===== config.mk =====
export PLATFORM = sky130hd
export DESIGN_NAME = two_wire_status_interrupts
export DESIGN_NICKNAME = d
export VERILOG_FILES = /design/src/rtl/two_wire_pkg.sv /design/src/rtl/two_wire_status_interrupts.sv
export SDC_FILE = /design/constraint.sdc
export NUM_CORES = 1
export LEC_CHECK = 0
export ABC_AREA = 1
export BUFFER_PORTS_ARGS = -buffer_cell sky130_fd_sc_hd__buf_2
export CAP_MARGIN = 10
export CORE_MARGIN = 2
export CORE_UTILIZATION = 50
export DETAILED_ROUTE_END_ITERATION = 8
export PLACE_DENSITY = 0.84
export SYNTH_ARGS = -nofsm -noshare
export SYNTH_HDL_FRONTEND = slang
export SYNTH_SLANG_ARGS = --single-unit

===== constraint.sdc =====
create_clock -name clk_in -period 2.2 [get_ports clk_in]
set_input_delay 0.22 -clock clk_in [delete_from_list [all_inputs] [get_ports clk_in]]
set_output_delay 0.22 -clock clk_in [all_outputs]
set_load 0.005 [all_outputs]

===== src/rtl/two_wire_pkg.sv =====
package two_wire_pkg;

	// register byte offsets on the AHB-Lite slave
	localparam logic [7:0] OFS_CONTROL = 8'h00;
	localparam logic [7:0] OFS_MODE = 8'h04;
	localparam logic [7:0] OFS_STATUS = 8'h20;
	localparam logic [7:0] OFS_IRQ_ENABLE = 8'h24;
	localparam logic [7:0] OFS_IRQ_DISABLE = 8'h28;
	localparam logic [7:0] OFS_IRQ_MASK = 8'h2C;
	localparam logic [7:0] OFS_RX_HOLDING = 8'h30;
	localparam logic [7:0] OFS_TX_HOLDING = 8'h34;

	// status, enable, disable and mask share one layout
	localparam int FLAG_W = 9;
	localparam int BIT_FRAME_COMPLETE = 0;
	localparam int BIT_RX_BYTE_READY = 1;
	localparam int BIT_TX_HOLDING_EMPTY = 2;
	localparam int BIT_RX_OVERRUN = 6;
	localparam int BIT_TX_UNDERRUN = 7;
	localparam int BIT_NACK = 8;

	// control register command bits
	localparam int CTRL_START = 0;
	localparam int CTRL_STOP = 1;
	localparam int CTRL_MASTER_ON = 2;
	localparam int CTRL_MASTER_OFF = 3;

	// mode register field
	localparam int MODE_READ_DIR = 12;

	// reset values
	localparam logic [FLAG_W-1:0] MASK_RESET = 9'h000;
	localparam logic [7:0] HOLD_RESET = 8'h00;
	localparam logic [31:0] WORD_ZERO = 32'h0000_0000;

	// AHB transfer types
	localparam logic [1:0] HTRANS_NONSEQ = 2'h2;
	localparam logic [1:0] HTRANS_SEQ = 2'h3;

	typedef enum logic [1:0] {
		FRAME_IDLE = 2'b00,
		FRAME_MASTER = 2'b01,
		FRAME_SLAVE = 2'b10
	} frame_state_e;

endpackage


===== src/rtl/two_wire_status_interrupts.sv =====
// The implementer's own choices: the placing of the registers and the AHB-Lite interface to the registers.
`timescale 1ns/1ps
module two_wire_status_interrupts (
	input wire logic clk_in, // 125 MHz clock
	input wire logic reset_n_in, // synchronous reset, active low
	input wire logic clk_en_in, // freezes all state while low
	input wire logic hsel_in, // AHB slave select
	input wire logic [7:0] haddr_in, // AHB byte address
	input wire logic [1:0] htrans_in, // AHB transfer type
	input wire logic hwrite_in, // AHB write
	input wire logic [2:0] hsize_in, // AHB size, word only
	input wire logic [31:0] hwdata_in, // AHB write data
	input wire logic hready_in, // AHB bus ready
	output logic [31:0] hrdata_out, // AHB read data
	output logic hreadyout_out, // AHB slave ready
	output logic hresp_out, // AHB response, always OKAY
	input wire logic scl_in, // serial clock pin
	input wire logic sda_in, // serial data pin
	input wire logic slave_mode_in, // controller runs as slave
	input wire logic shifter_load_req_in, // shifter wants the next byte
	input wire logic shifter_busy_in, // shift register holds data
	input wire logic rx_unload_in, // shifter delivers a received byte
	input wire logic [7:0] rx_byte_in, // received byte from shifter
	input wire logic nack_in, // slave did not acknowledge
	input wire logic stop_sent_in, // STOP has gone out on the bus
	output logic [7:0] tx_byte_out, // byte handed to the shifter
	output logic tx_load_out, // pulse: tx_byte_out taken by shifter
	output logic frame_start_out, // pulse: begin a master frame
	output logic stop_req_out, // pulse: send STOP after current byte
	output logic master_enable_out, // master transfer enabled
	output logic read_dir_out, // master read direction
	output logic irq_out // interrupt, active high level
);

	function automatic logic hit(input logic [7:0] addr, input logic [7:0] ofs);
		hit = (addr[7:2] == ofs[7:2]);
	endfunction

	// bus slave
	logic wr_pend;
	logic [7:0] wr_addr;
	logic [31:0] rd_word;
	wire addr_phase = hsel_in & hready_in & clk_en_in &
		(htrans_in == two_wire_pkg::HTRANS_NONSEQ || htrans_in == two_wire_pkg::HTRANS_SEQ);
	wire rd_acc = addr_phase & ~hwrite_in;
	wire wr_acc = addr_phase & hwrite_in;
	wire wr_commit = wr_pend & clk_en_in;
	wire wr_ctrl = wr_commit & hit(wr_addr, two_wire_pkg::OFS_CONTROL);
	wire wr_mode = wr_commit & hit(wr_addr, two_wire_pkg::OFS_MODE);
	wire wr_status = wr_commit & hit(wr_addr, two_wire_pkg::OFS_STATUS);
	wire wr_ier = wr_commit & hit(wr_addr, two_wire_pkg::OFS_IRQ_ENABLE);
	wire wr_idr = wr_commit & hit(wr_addr, two_wire_pkg::OFS_IRQ_DISABLE);
	wire wr_thr = wr_commit & hit(wr_addr, two_wire_pkg::OFS_TX_HOLDING);
	wire rd_status = rd_acc & hit(haddr_in, two_wire_pkg::OFS_STATUS);
	wire rd_rhr = rd_acc & hit(haddr_in, two_wire_pkg::OFS_RX_HOLDING);

	// flags and registers
	logic frame_complete;
	logic rx_byte_ready;
	logic tx_holding_empty;
	logic rx_overrun;
	logic tx_underrun;
	logic nack_seen;
	logic [two_wire_pkg::FLAG_W-1:0] irq_mask;
	logic [7:0] rx_holding;
	logic [7:0] tx_holding;
	logic master_on;
	logic read_dir;
	logic stop_asked;
	two_wire_pkg::frame_state_e frame_state;
	two_wire_pkg::frame_state_e next_frame_state;

	wire [two_wire_pkg::FLAG_W-1:0] status_word = {nack_seen, tx_underrun, rx_overrun, 3'h0,
		tx_holding_empty, rx_byte_ready, frame_complete};

	localparam logic [31:0] WORD_ONE = 32'h0000_0001;
	assign rd_word = hit(haddr_in, two_wire_pkg::OFS_STATUS) ? {23'h0, status_word} :
		hit(haddr_in, two_wire_pkg::OFS_IRQ_MASK) ? {23'h0, irq_mask} :
		hit(haddr_in, two_wire_pkg::OFS_RX_HOLDING) ? {24'h000000, rx_holding} :
		hit(haddr_in, two_wire_pkg::OFS_TX_HOLDING) ? {24'h000000, tx_holding} :
		hit(haddr_in, two_wire_pkg::OFS_MODE) ?
			(WORD_ONE << two_wire_pkg::MODE_READ_DIR) & {32{read_dir}} :
		two_wire_pkg::WORD_ZERO;

	// link pins: two flops, then a third stage on SDA for edge finding
	logic scl_s1;
	logic scl_s2;
	logic sda_s1;
	logic sda_s2;
	logic sda_d;
	wire bus_start = scl_s2 & sda_d & ~sda_s2;
	wire bus_stop = scl_s2 & ~sda_d & sda_s2;

	// control decode
	wire master_on_pulse = wr_ctrl & hwdata_in[two_wire_pkg::CTRL_MASTER_ON] &
		~hwdata_in[two_wire_pkg::CTRL_MASTER_OFF];
	wire master_off_pulse = wr_ctrl & hwdata_in[two_wire_pkg::CTRL_MASTER_OFF];
	wire ctrl_start = wr_ctrl & hwdata_in[two_wire_pkg::CTRL_START];
	wire ctrl_stop = wr_ctrl & hwdata_in[two_wire_pkg::CTRL_STOP];
	wire next_master_on = master_off_pulse ? 1'b0 : (master_on_pulse ? 1'b1 : master_on);
	wire master_idle = (frame_state == two_wire_pkg::FRAME_IDLE) & master_on & ~slave_mode_in;
	wire in_master = (frame_state == two_wire_pkg::FRAME_MASTER);

	// a master write frame starts as soon as a byte is written; reads need the start command
	wire start_fire = master_idle & ((wr_thr & ~read_dir) | ctrl_start);

	// shifter hand-over
	wire tx_take = shifter_load_req_in & ~tx_holding_empty;
	wire underrun_ev = shifter_load_req_in & tx_holding_empty;
	wire auto_stop = in_master & ~read_dir & tx_holding_empty & ~shifter_busy_in &
		~stop_asked & ~wr_thr;
	wire stop_fire = (in_master & ~stop_asked & (underrun_ev | ctrl_stop)) | auto_stop;
	wire master_done = in_master & stop_sent_in & tx_holding_empty & ~shifter_busy_in;
	wire slave_begin = slave_mode_in & bus_start;
	wire slave_done = (frame_state == two_wire_pkg::FRAME_SLAVE) & bus_stop;

	always_comb begin
		next_frame_state = frame_state;
		unique case (frame_state)
			two_wire_pkg::FRAME_IDLE: begin
				if (start_fire) begin
					next_frame_state = two_wire_pkg::FRAME_MASTER;
				end else if (slave_begin) begin
					next_frame_state = two_wire_pkg::FRAME_SLAVE;
				end
			end
			two_wire_pkg::FRAME_MASTER: begin
				if (stop_sent_in) begin
					next_frame_state = two_wire_pkg::FRAME_IDLE;
				end
			end
			two_wire_pkg::FRAME_SLAVE: begin
				if (bus_stop) begin
					next_frame_state = two_wire_pkg::FRAME_IDLE;
				end
			end
			default: begin
				next_frame_state = two_wire_pkg::FRAME_IDLE;
			end
		endcase
	end

	// flag equations: in every case a hardware set wins over a clear in the same cycle
	wire fc_set = master_on_pulse | nack_in | master_done | slave_done;
	wire fc_clr = start_fire | slave_begin;
	wire next_frame_complete = fc_set | (frame_complete & ~fc_clr);

	wire rr_set = rx_unload_in;
	wire next_rx_byte_ready = rr_set | (rx_byte_ready & ~rd_rhr);

	wire te_set = tx_take | nack_in | master_on_pulse;
	wire next_tx_holding_empty = te_set | (tx_holding_empty & ~wr_thr);

	// overrun and underrun clear on a status read while frame_complete is up, nack on any status read; all by writing ones
	wire err_rd_clr = rd_status & frame_complete;
	wire ov_set = rx_unload_in & rx_byte_ready;
	wire next_rx_overrun = ov_set | (rx_overrun & ~err_rd_clr &
		~(wr_status & hwdata_in[two_wire_pkg::BIT_RX_OVERRUN]));
	wire next_tx_underrun = underrun_ev | (tx_underrun & ~err_rd_clr &
		~(wr_status & hwdata_in[two_wire_pkg::BIT_TX_UNDERRUN]));
	wire next_nack_seen = nack_in | (nack_seen & ~rd_status &
		~(wr_status & hwdata_in[two_wire_pkg::BIT_NACK]));

	wire [two_wire_pkg::FLAG_W-1:0] next_irq_mask =
		wr_ier ? (irq_mask | hwdata_in[two_wire_pkg::FLAG_W-1:0]) :
		wr_idr ? (irq_mask & ~hwdata_in[two_wire_pkg::FLAG_W-1:0]) :
		irq_mask;

	wire next_stop_asked = in_master & (stop_asked | stop_fire) & ~stop_sent_in;

	// pin synchronisers
	always_ff @(posedge clk_in) begin
		if (!reset_n_in) begin
			scl_s1 <= 1'b1;
			scl_s2 <= 1'b1;
			sda_s1 <= 1'b1;
			sda_s2 <= 1'b1;
			sda_d <= 1'b1;
		end else if (clk_en_in) begin
			scl_s1 <= scl_in;
			scl_s2 <= scl_s1;
			sda_s1 <= sda_in;
			sda_s2 <= sda_s1;
			sda_d <= sda_s2;
		end
	end

	// bus slave state: zero wait states, read data captured in the address phase
	always_ff @(posedge clk_in) begin
		if (!reset_n_in) begin
			wr_pend <= 1'b0;
		end else if (clk_en_in) begin
			wr_pend <= wr_acc;
		end
	end

	always_ff @(posedge clk_in) begin
		if (!reset_n_in) begin
			wr_addr <= 8'h00;
		end else if (clk_en_in && wr_acc) begin
			wr_addr <= haddr_in;
		end
	end

	// read clears act at this same edge, so the word returned is the value before the clear
	always_ff @(posedge clk_in) begin
		if (!reset_n_in) begin
			hrdata_out <= two_wire_pkg::WORD_ZERO;
		end else if (clk_en_in && rd_acc) begin
			hrdata_out <= rd_word;
		end
	end

	// status flags, one register each; all read zero after reset
	always_ff @(posedge clk_in) begin
		if (!reset_n_in) begin
			frame_complete <= 1'b0;
		end else if (clk_en_in) begin
			frame_complete <= next_frame_complete;
		end
	end

	always_ff @(posedge clk_in) begin
		if (!reset_n_in) begin
			rx_byte_ready <= 1'b0;
		end else if (clk_en_in) begin
			rx_byte_ready <= next_rx_byte_ready;
		end
	end

	always_ff @(posedge clk_in) begin
		if (!reset_n_in) begin
			tx_holding_empty <= 1'b0;
		end else if (clk_en_in) begin
			tx_holding_empty <= next_tx_holding_empty;
		end
	end

	always_ff @(posedge clk_in) begin
		if (!reset_n_in) begin
			rx_overrun <= 1'b0;
		end else if (clk_en_in) begin
			rx_overrun <= next_rx_overrun;
		end
	end

	always_ff @(posedge clk_in) begin
		if (!reset_n_in) begin
			tx_underrun <= 1'b0;
		end else if (clk_en_in) begin
			tx_underrun <= next_tx_underrun;
		end
	end

	always_ff @(posedge clk_in) begin
		if (!reset_n_in) begin
			nack_seen <= 1'b0;
		end else if (clk_en_in) begin
			nack_seen <= next_nack_seen;
		end
	end

	// configuration and holding registers
	always_ff @(posedge clk_in) begin
		if (!reset_n_in) begin
			irq_mask <= two_wire_pkg::MASK_RESET;
		end else if (clk_en_in) begin
			irq_mask <= next_irq_mask;
		end
	end

	always_ff @(posedge clk_in) begin
		if (!reset_n_in) begin
			master_on <= 1'b0;
		end else if (clk_en_in) begin
			master_on <= next_master_on;
		end
	end

	always_ff @(posedge clk_in) begin
		if (!reset_n_in) begin
			read_dir <= 1'b0;
		end else if (wr_mode) begin
			read_dir <= hwdata_in[two_wire_pkg::MODE_READ_DIR];
		end
	end

	// a byte unloaded while the old one is unread overwrites it; the overrun flag tells software
	always_ff @(posedge clk_in) begin
		if (!reset_n_in) begin
			rx_holding <= two_wire_pkg::HOLD_RESET;
		end else if (clk_en_in && rx_unload_in) begin
			rx_holding <= rx_byte_in;
		end
	end

	always_ff @(posedge clk_in) begin
		if (!reset_n_in) begin
			tx_holding <= two_wire_pkg::HOLD_RESET;
		end else if (wr_thr) begin
			tx_holding <= hwdata_in[7:0];
		end
	end

	// frame sequencing and strobes to the shifter
	always_ff @(posedge clk_in) begin
		if (!reset_n_in) begin
			frame_state <= two_wire_pkg::FRAME_IDLE;
		end else if (clk_en_in) begin
			frame_state <= next_frame_state;
		end
	end

	// remembers a STOP already asked for, so the strobe goes out once per frame
	always_ff @(posedge clk_in) begin
		if (!reset_n_in) begin
			stop_asked <= 1'b0;
		end else if (clk_en_in) begin
			stop_asked <= next_stop_asked;
		end
	end

	always_ff @(posedge clk_in) begin
		if (!reset_n_in) begin
			frame_start_out <= 1'b0;
		end else if (clk_en_in) begin
			frame_start_out <= start_fire;
		end
	end

	always_ff @(posedge clk_in) begin
		if (!reset_n_in) begin
			stop_req_out <= 1'b0;
		end else if (clk_en_in) begin
			stop_req_out <= stop_fire;
		end
	end

	always_ff @(posedge clk_in) begin
		if (!reset_n_in) begin
			tx_load_out <= 1'b0;
		end else if (clk_en_in) begin
			tx_load_out <= tx_take;
		end
	end

	always_ff @(posedge clk_in) begin
		if (!reset_n_in) begin
			tx_byte_out <= two_wire_pkg::HOLD_RESET;
		end else if (clk_en_in && tx_take) begin
			tx_byte_out <= tx_holding;
		end
	end

	// a stalled clock enable also stalls the bus, so no transfer is lost while frozen
	assign hreadyout_out = clk_en_in;
	assign hresp_out = 1'b0;
	assign master_enable_out = master_on;
	assign read_dir_out = read_dir;
	assign irq_out = |(status_word & irq_mask);

endmodule


Word level (Yosys, flattened, before mapping)
Cells that the tools add are included.

Eq/ne operators: 17. Mux-type cells: 14. Bitwise gates (word level): 95. Reductions and logical operators: 13.

Operators with widths (count): 2-to-1 mux 13 bit (5); bitwise AND 1 bit (57); equality test 6 x 4 -> 1 bit (second input constant) (8); bitwise AND 9 bit (2); 2-to-1 mux 9 bit (2); inverter 1 bit (18); OR 1 bit (16); equality test 6 x 1 -> 1 bit (second input constant) (2); inverter 9 bit (1); OR 9 bit (1); OR reduction 9 bit (1); 2-to-1 mux 2 bit (4); equality test 2 bit (second input constant) (3); logical NOT 6 bit (1); one-hot mux 2 bit (3 select lines) (1); logical AND 1 bit (4); != test 2 bit (second input constant) (2); AND reduction 2 bit (2); AND reduction 4 bit (1); nonzero test 2 bit (2); != test 3 bit (second input constant) (1); equality test 2 x 1 -> 1 bit (second input constant) (1); logical NOT 2 bit (1); 2-to-1 mux 1 bit (2); logical OR 1 bit (1).

Register bits after elaboration: 93. Input port bits: 67. Output and inout bits: 48. Word-level logic and storage cells: 164.

Longest topological paths before layout
Gate-level depths: netlist (run 1).

Depth after elaboration: 10. Depth in mapped cells: 9. Depth with buffers taken out: 9.

Least setup slack after synthesis (run 1)
Ideal clock, no wire load.

Path type: flip-flop to flip-flop. Start point: register wr_addr[5]. End point: register tx_holding[5]. Setup time: 119 ps. Arrival: 1055 ps. Required time: 2081 ps. Slack: 1025 ps. Cell stages (with the launch flop): 7. Buffers on the path: 1. Clock period less this slack: 1175 ps. Cells stage by stage: dfxtp_1 nand2_1 nor2_1 nand2_1 buf_2 o21ai_0 a21oi_1.

Word-level cells in the longest chain between the ends: 2.

Ends and longest elaborated chain: from (decl) (RTL line two_wire_status_interrupts.sv:41) `logic [7:0] wr_addr;`; from (signal assigned) (RTL line two_wire_status_interrupts.sv:201) `wr_addr <= haddr_in;`; equality test 6 x 4 -> 1 bit (RTL line two_wire_status_interrupts.sv:36) `hit = (addr[7:2] == ofs[7:2]);`; bitwise AND 1 bit (RTL line two_wire_status_interrupts.sv:53) `wire wr_thr = wr_commit & hit(wr_addr, two_wire_pkg::OFS_TX_HOLDING);`; to (signal assigned) (RTL line two_wire_status_interrupts.sv:299) `tx_holding <= two_wire_pkg::HOLD_RESET;`; to (signal assigned) (RTL line two_wire_status_interrupts.sv:301) `tx_holding <= hwdata_in[7:0];`; to (decl) (RTL line two_wire_status_interrupts.sv:66) `logic [7:0] tx_holding;`.

No other way between the ends. A chain may end at the register's enable or synchronous reset.

Worst setup path in the final report (run 1)
Start point: register frame_complete. End point: output port irq_out.

Word-level cells in the longest chain between the ends: 2.

Ends and longest elaborated chain: from (decl) (RTL line two_wire_status_interrupts.sv:58) `logic frame_complete;`; from (signal assigned) (RTL line two_wire_status_interrupts.sv:219) `frame_complete <= next_frame_complete;`; bitwise AND 9 bit (RTL line two_wire_status_interrupts.sv:360) `assign irq_out = |(status_word & irq_mask);`; OR reduction 9 bit (RTL line two_wire_status_interrupts.sv:360); to (decl) (RTL line two_wire_status_interrupts.sv:32) `output logic irq_out`.

No other way between the ends.

==> out/results.ini, run 1 <==
[yosys]
synth_edf_count = 0
synth_top_area_cell = dfxtp_1
ys.warnings.count = 0
syn_inst = 454
syn_area_um2 = 3220
synthFlopType = dfxtp_1
ys_seq_area_share_pct = 42.8
synth_seq_cells = 69
synthArstFlopShare_pct = 0
synth.distinct_cells = 35
netlist.area_leader.share_pct = 42.8
yosys-top-cells-area = dfxtp_1 (43%), a21oi_1 (9.9%), nand2_1 (9.4%)
syn_area_per_cell_um2 = 7.10

[clocking]
clock_sinks = 69
cts_tree = built
clkTransAtPathRegs_ns = 0.07
clockRootBuffer = clkbuf_8
post_cts_resized = 0
clk-insertion-delay-late_ns = 0.35
cts_setup_buffers = 0
clock_path_buffers = 2
ctsHoldBuffers = 0
h-tree-depth = 3
cts_made_buffers = 9

[grt]
met1_usage_pct = 26.1
grt_overflow_total = 0
antenna_found_initial = 0
grt_max_degree = 46
grt_busiest_layer = met2
grt_usage_pct = 22.5
grt.met3_usage_pct = 5.70
grt_pass1_vias = 2917
met2_usage_pct = 38.1
grt_pass1_wl_mm = 12.7

[sta]
drv_slew = 0
fin_setup_tns_ns = 0
fin_crit_sh_pct = 72.8
setup_slack_ns = 0.598
fin_skew_ns = 0.00850
fmax_mhz = 624
setup_violations = 0
relSlewSlack_pct = 45.9
min_period_ns = 1.60
rsz0062_at_grt = false
worst-slew-pin-transition_ns = 0.811
hold_viol = 0

[floorplanning]
core_area_um2 = 6280
initial_core_util_pct = 51.4
die_w_um = 84.3
die_area_um2 = 7110
io_pins = 115
rows = 29
die_h_um = 84.3

[run_status]
status = completed

[critical_path]
worstReg2RegEnd = stop_req_out
ff2ff_path_depth = 7
worst_ep_arrival_time_ns = 1.38
cp-startpoint = frame_complete
critPathLaunchType = flop
crit_type = reg -> out
cp.required_ns = 1.98
critPathCapture = irq_out
cp_max_fo = 4
r2r_start = wr_addr[5]
r2r_slack_ns = 0.67
end_kind = output pin

[detailed_routing]
dr_total_vias = 3067
vias_per_cell = 5.15
wire_per_inst_um = 12.9
drc = 0
drtIter0Drc = 175
drtPass1Iterations = 5
drtAntennaViolNets = 0
wirelength_mm = 7.67

[layout]
layout-drive-gt1-share_pct = 17.8
final_area_um2 = 3680
diodes = 0
nNetsFinal = 581
layout_common_cells = nand2_1 (81), dfxtp_1 (69), a21oi_1 (64)
syn_to_final_growth_pct = 14.1
layout_commonest_cell = nand2_1

[place]
dp_slack_ns = 0.429
dpl.hpwl_mm = 5.74
placed_cell_area_um2 = 3500
io_buffer_count = 63
place_congestion = 0.920

[worst_hold_path]
hold_path.class = in -> reg
min_delay_path_depth = 3

[pwr]
p_leak_nw = 1.59
power_density_nw_per_um2 = 682
power_mw = 2.51
vdd_ir_drop_max_v = 0.000415

[job]
maxCapViolCount = 0

-- report_power, final --
part / switching [mW] / internal, mW
clock network: 0.468 / 0.511
logic: 0.141 / 0.0786
registers: 0.0223 / 1.29
total: 0.632 / 1.88
-- cell usage after synthesis, types with 2 or more instances --
master    count
o21ai_0      42
a21oi_1      64
buf_2         5
clkbuf_1     10
buf_4        24
o21ai_1       4
inv_2         2
nor2_1       52
dfxtp_1      69
nand2_1      81
inv_1        46
nand4_1       3
nand3_1      24
nor3_1        3
a22oi_1       5
-- cell families (layout without fill, tap and decap cells) --
family,Yosys count,count (layout),synth area share (%)
AOI/OAI and AO/OA,122,122,19.9
buffers and inverters,89,131,13.6
DFF,69,69,42.8
other,1,23,0.116
and+or+nand+nor,173,173,23.5
-- metrics by stage --
step	utilization (%)	hold WS, ns	cells
after floorplan	-	0.316	476
after CTS	58.6	0.0716	595
after detailed placement	55.7	0.439	580
final	58.6	0.0764	595
after global placement	55.7	0.429	580
after global routing	58.6	0.0800	595
-- critical path: stages (launching register included) --
cell      delay, ns
dfxtp_1        0.35
nand2_1        0.08
o21ai_0        0.08
a221oi_1       0.21
o211ai_1       0.15
buf_2          0.15
-- layout make-up --
class | count | area (µm²)
multi-input cells | 318 | 1490
clock inverters | 5 | 52.6
repair buffers | 68 | 353
clock buffers | 10 | 128
well taps | 77 | 96.3
flip-flops and latches | 69 | 1380
fillers | 637 | 2600
inverters | 48 | 180
-- metal layers --
layer	up-vias	wire length (µm)
li1	1554	-
met1	1388	3290
met2	107	3670
met3	18	501
met4	0	216
met5	-	0
-- how the worst min path moves through the flow --
stage,from,slack (ns),endpoint
2_1_floorplan,hwdata_in[3],0.32,master_enable_out
3_3_place_gp,tx_byte_out[4],0.43,tx_byte_out[4]
3_5_place_dp,sda_in,0.44,sda_s1
4_1_cts,sda_in,0.07,sda_s1
5_1_grt,sda_in,0.08,sda_s1
6_report,sda_in,0.08,sda_s1
Power figures use the tool's default switching activity.
==> run 2: changes to the inputs <==
CORE_UTILIZATION = 45   (was 50)
PLACE_DENSITY = 0.8   (was 0.84)
clock period = 1.35 ns   (was 2.2 ns; I/O delays follow)
==> run 2 against run 1 <==
The run now ends with negative setup slack left. Combinational power grew 86%. Wire length grew 9.9%. Total power grew 71%. Die area grew 11%. Hold slack lost 0.010 ns. Via count grew 4.0%. Final cell count grew 6.9%. Register-to-register slack lost 0.60 ns. Final area grew 8.3%. Critical path depth is the same. Largest power group unchanged.
==> out/results.ini, run 2 (synthesized netlist as in run 1, its figures left out) <==
[pwr]
intPower_mw = 3.17  ; +69%
clkPwrFrac_pct = 40.6  ; +1.6 points
switching_share_pct = 26.0  ; +0.83 points
p_comb_share_pct = 9.6  ; +0.8 points
seqPwrFrac_pct = 49.8  ; -2.4 points
power_mw = 4.28  ; +71%
vdd_ir_drop_max_v = 0.000955  ; +130%
power_density_nw_per_um2 = 1070  ; +58%
p_leak_nw = 1.72  ; +8.7%
p_switching_mw = 1.11  ; +76%

[layout]
layout_common_cells = nand2_1 (76), a21oi_1 (64), dfxtp_1 (64)
multi_input_area_um2 = 1540  ; +3.3%
nNetsFinal = 602  ; +3.6%
layout-drive-gt1-share_pct = 24.8  ; +7.1 points
fillers = 647  ; +1.6%
register_area_um2 = 1390  ; +0.45%
postLayoutCoreUtil_pct = 58.0  ; -0.59 points
syn_to_final_growth_pct = 23.6
layout_commonest_cell = nand2_1
diodes = 0  ; unchanged

[sta]
min_period_ns = 1.37
fmax_mhz = 730
fin_crit_sh_pct = 101
fin_skew_ns = 0.00634  ; -0.00216 ns
rsz0062_at_grt = true
hold_ws_ns = 0.0663  ; -0.0102 ns
setup_slack_ns = -0.0198  ; -0.618 ns
setup_violations = 1  ; +1
hold_viol = 0  ; unchanged
drv_slew = 0  ; unchanged

[critical_path]
cpMaxStageDelayCell = dfxtp_2
r2r_slack_ns = 0.07  ; -0.60 ns
crit_family = flip-flops
end_kind = output pin
slowest_delay_ns = 0.34  ; about the same
crit_type = reg -> out
worst_ep_arrival_time_ns = 1.23  ; -0.15 ns
path_buf_inv = 1  ; unchanged
cp_max_fo = 2  ; -2
cp_cell_sequence = nand2_2 > o21ai_2 > a221oi_2 > o211ai_1 > buf_2
cp.required_ns = 1.22  ; -0.76 ns
critPathLaunchType = flop

[floorplanning]
initial_core_util_pct = 46.9  ; -4.4 points
die_area_um2 = 7860  ; +11%
core_area_um2 = 6870  ; +9.4%
die_h_um = 88.6  ; +5.1%
die_w_um = 88.6  ; +5.1%
io_pins = 115  ; unchanged
rows = 30  ; +3.4%

[clocking]
clkTransAtPathRegs_ns = 0.07  ; about the same
clock_path_buffers = 2  ; unchanged
h-tree-depth = 3  ; unchanged
cts_made_buffers = 9  ; unchanged
clockRootBuffer = clkbuf_8
clk-insertion-delay-late_ns = 0.35  ; about the same
clock_sinks = 69  ; unchanged
cts_tree = built

[detailed_routing]
drtIter0Drc = 192  ; +9.7%
dr_total_vias = 3190  ; +4.0%
vias_per_cell = 5.02  ; -2.7%
drtAntennaViolNets = 0  ; unchanged
drc = 0  ; unchanged
drtPass1Iterations = 5  ; unchanged
wirelength_mm = 8.43  ; +9.9%
wire_per_inst_um = 13.3  ; +2.8%

[run_status]
failed_checks = negative setup slack
status = finished, violations left

[place]
io_buffer_count = 63  ; unchanged
dpl.hpwl_mm = 6.07  ; +5.7%
place_congestion = 0.879  ; -4.5%

[grt]
antenna_found_initial = 0  ; unchanged
grt_pass1_vias = 2886  ; -1.1%
grt_overflow_total = 0  ; unchanged
grt_max_degree = 41  ; -11%
grt_pass1_wl_mm = 13.2  ; +3.5%
grt_usage_pct = 21.8  ; -0.65 points

[job]
maxCapViolCount = 0  ; unchanged

[worst_hold_path]
hold_path.class = in -> reg

[run 2: metrics by stage]
stage / setup TNS, ns / std cells / setup WS (ns) / area (µm²)
after floorplan: 0 / 476 / 0.175 / 3310
after global placement: 0 / 612 / 0.0248 / 3640
after detailed placement: -0.0684 / 612 / -0.0452 / 3640
after CTS: -0.108 / 633 / -0.108 / 3900
after global routing: -0.169 / 636 / -0.0953 / 3990
final: -0.0198 / 636 / -0.0198 / 3990
[run 2: final timing paths]
kind	from	to	depth (start not counted)
setup / recovery	frame_complete	irq_out	5
hold / removal	hwdata_in[3]	master_enable_out	2
setup reg to reg	wr_addr[6]	flop	9
hold reg to reg	tx_byte_out[5]	tx_byte_out[5]	2
[run 2: what timing repair did]
item,in CTS,in global routing
pin swaps,2,4
endpoints found under the setup margin,6,23
gates resized for setup,4,29
hold endpoints to repair,2,0
buffers inserted,3,2
hold buffers,2,0
cloned,0,1
[run 2: power by group through the flow]
| stage | clock network (mW) | logic (mW) | registers (mW) |
|---|---|---|---|
| final | 1.74 | 0.409 | 2.13 |
| after global routing | 1.85 | 0.460 | 2.14 |
| after CTS | 1.77 | 0.396 | 2.13 |
| after detailed placement | 0 | 0.384 | 2.18 |
| after global placement | 0 | 0.372 | 2.17 |
| after floorplan | 0 | 0.256 | 2.17 |
[run 2: layout make-up]
type                            count  area share [%]
Timing Repair Buffer               89            13.8
Clock inverter                      6            1.79
Clock buffer                       10            3.45
Tap cell                           96            3.01
Inverter                           48            4.52
Multi-Input combinational cell    318            38.6
Sequential cell                    69            34.8
[run 2: worst register-to-register path: cells and delay by family (launching register included)]
kind	cells	cell delay, ns
simple gates	5	0.50
flops	1	0.32
buf+inv	2	0.19
compound gates	2	0.18
[run 2: layer usage]
layer	share of wire (%)	wire length (µm)	vias to the layer above	global-route usage [%]
li1	-	-	1598	-
met1	41	3440	1446	26.2
met2	50	4230	128	37.5
met3	7.2	606	18	5.41
met4	1.9	159	0	8.40
met5	0	0	-	0
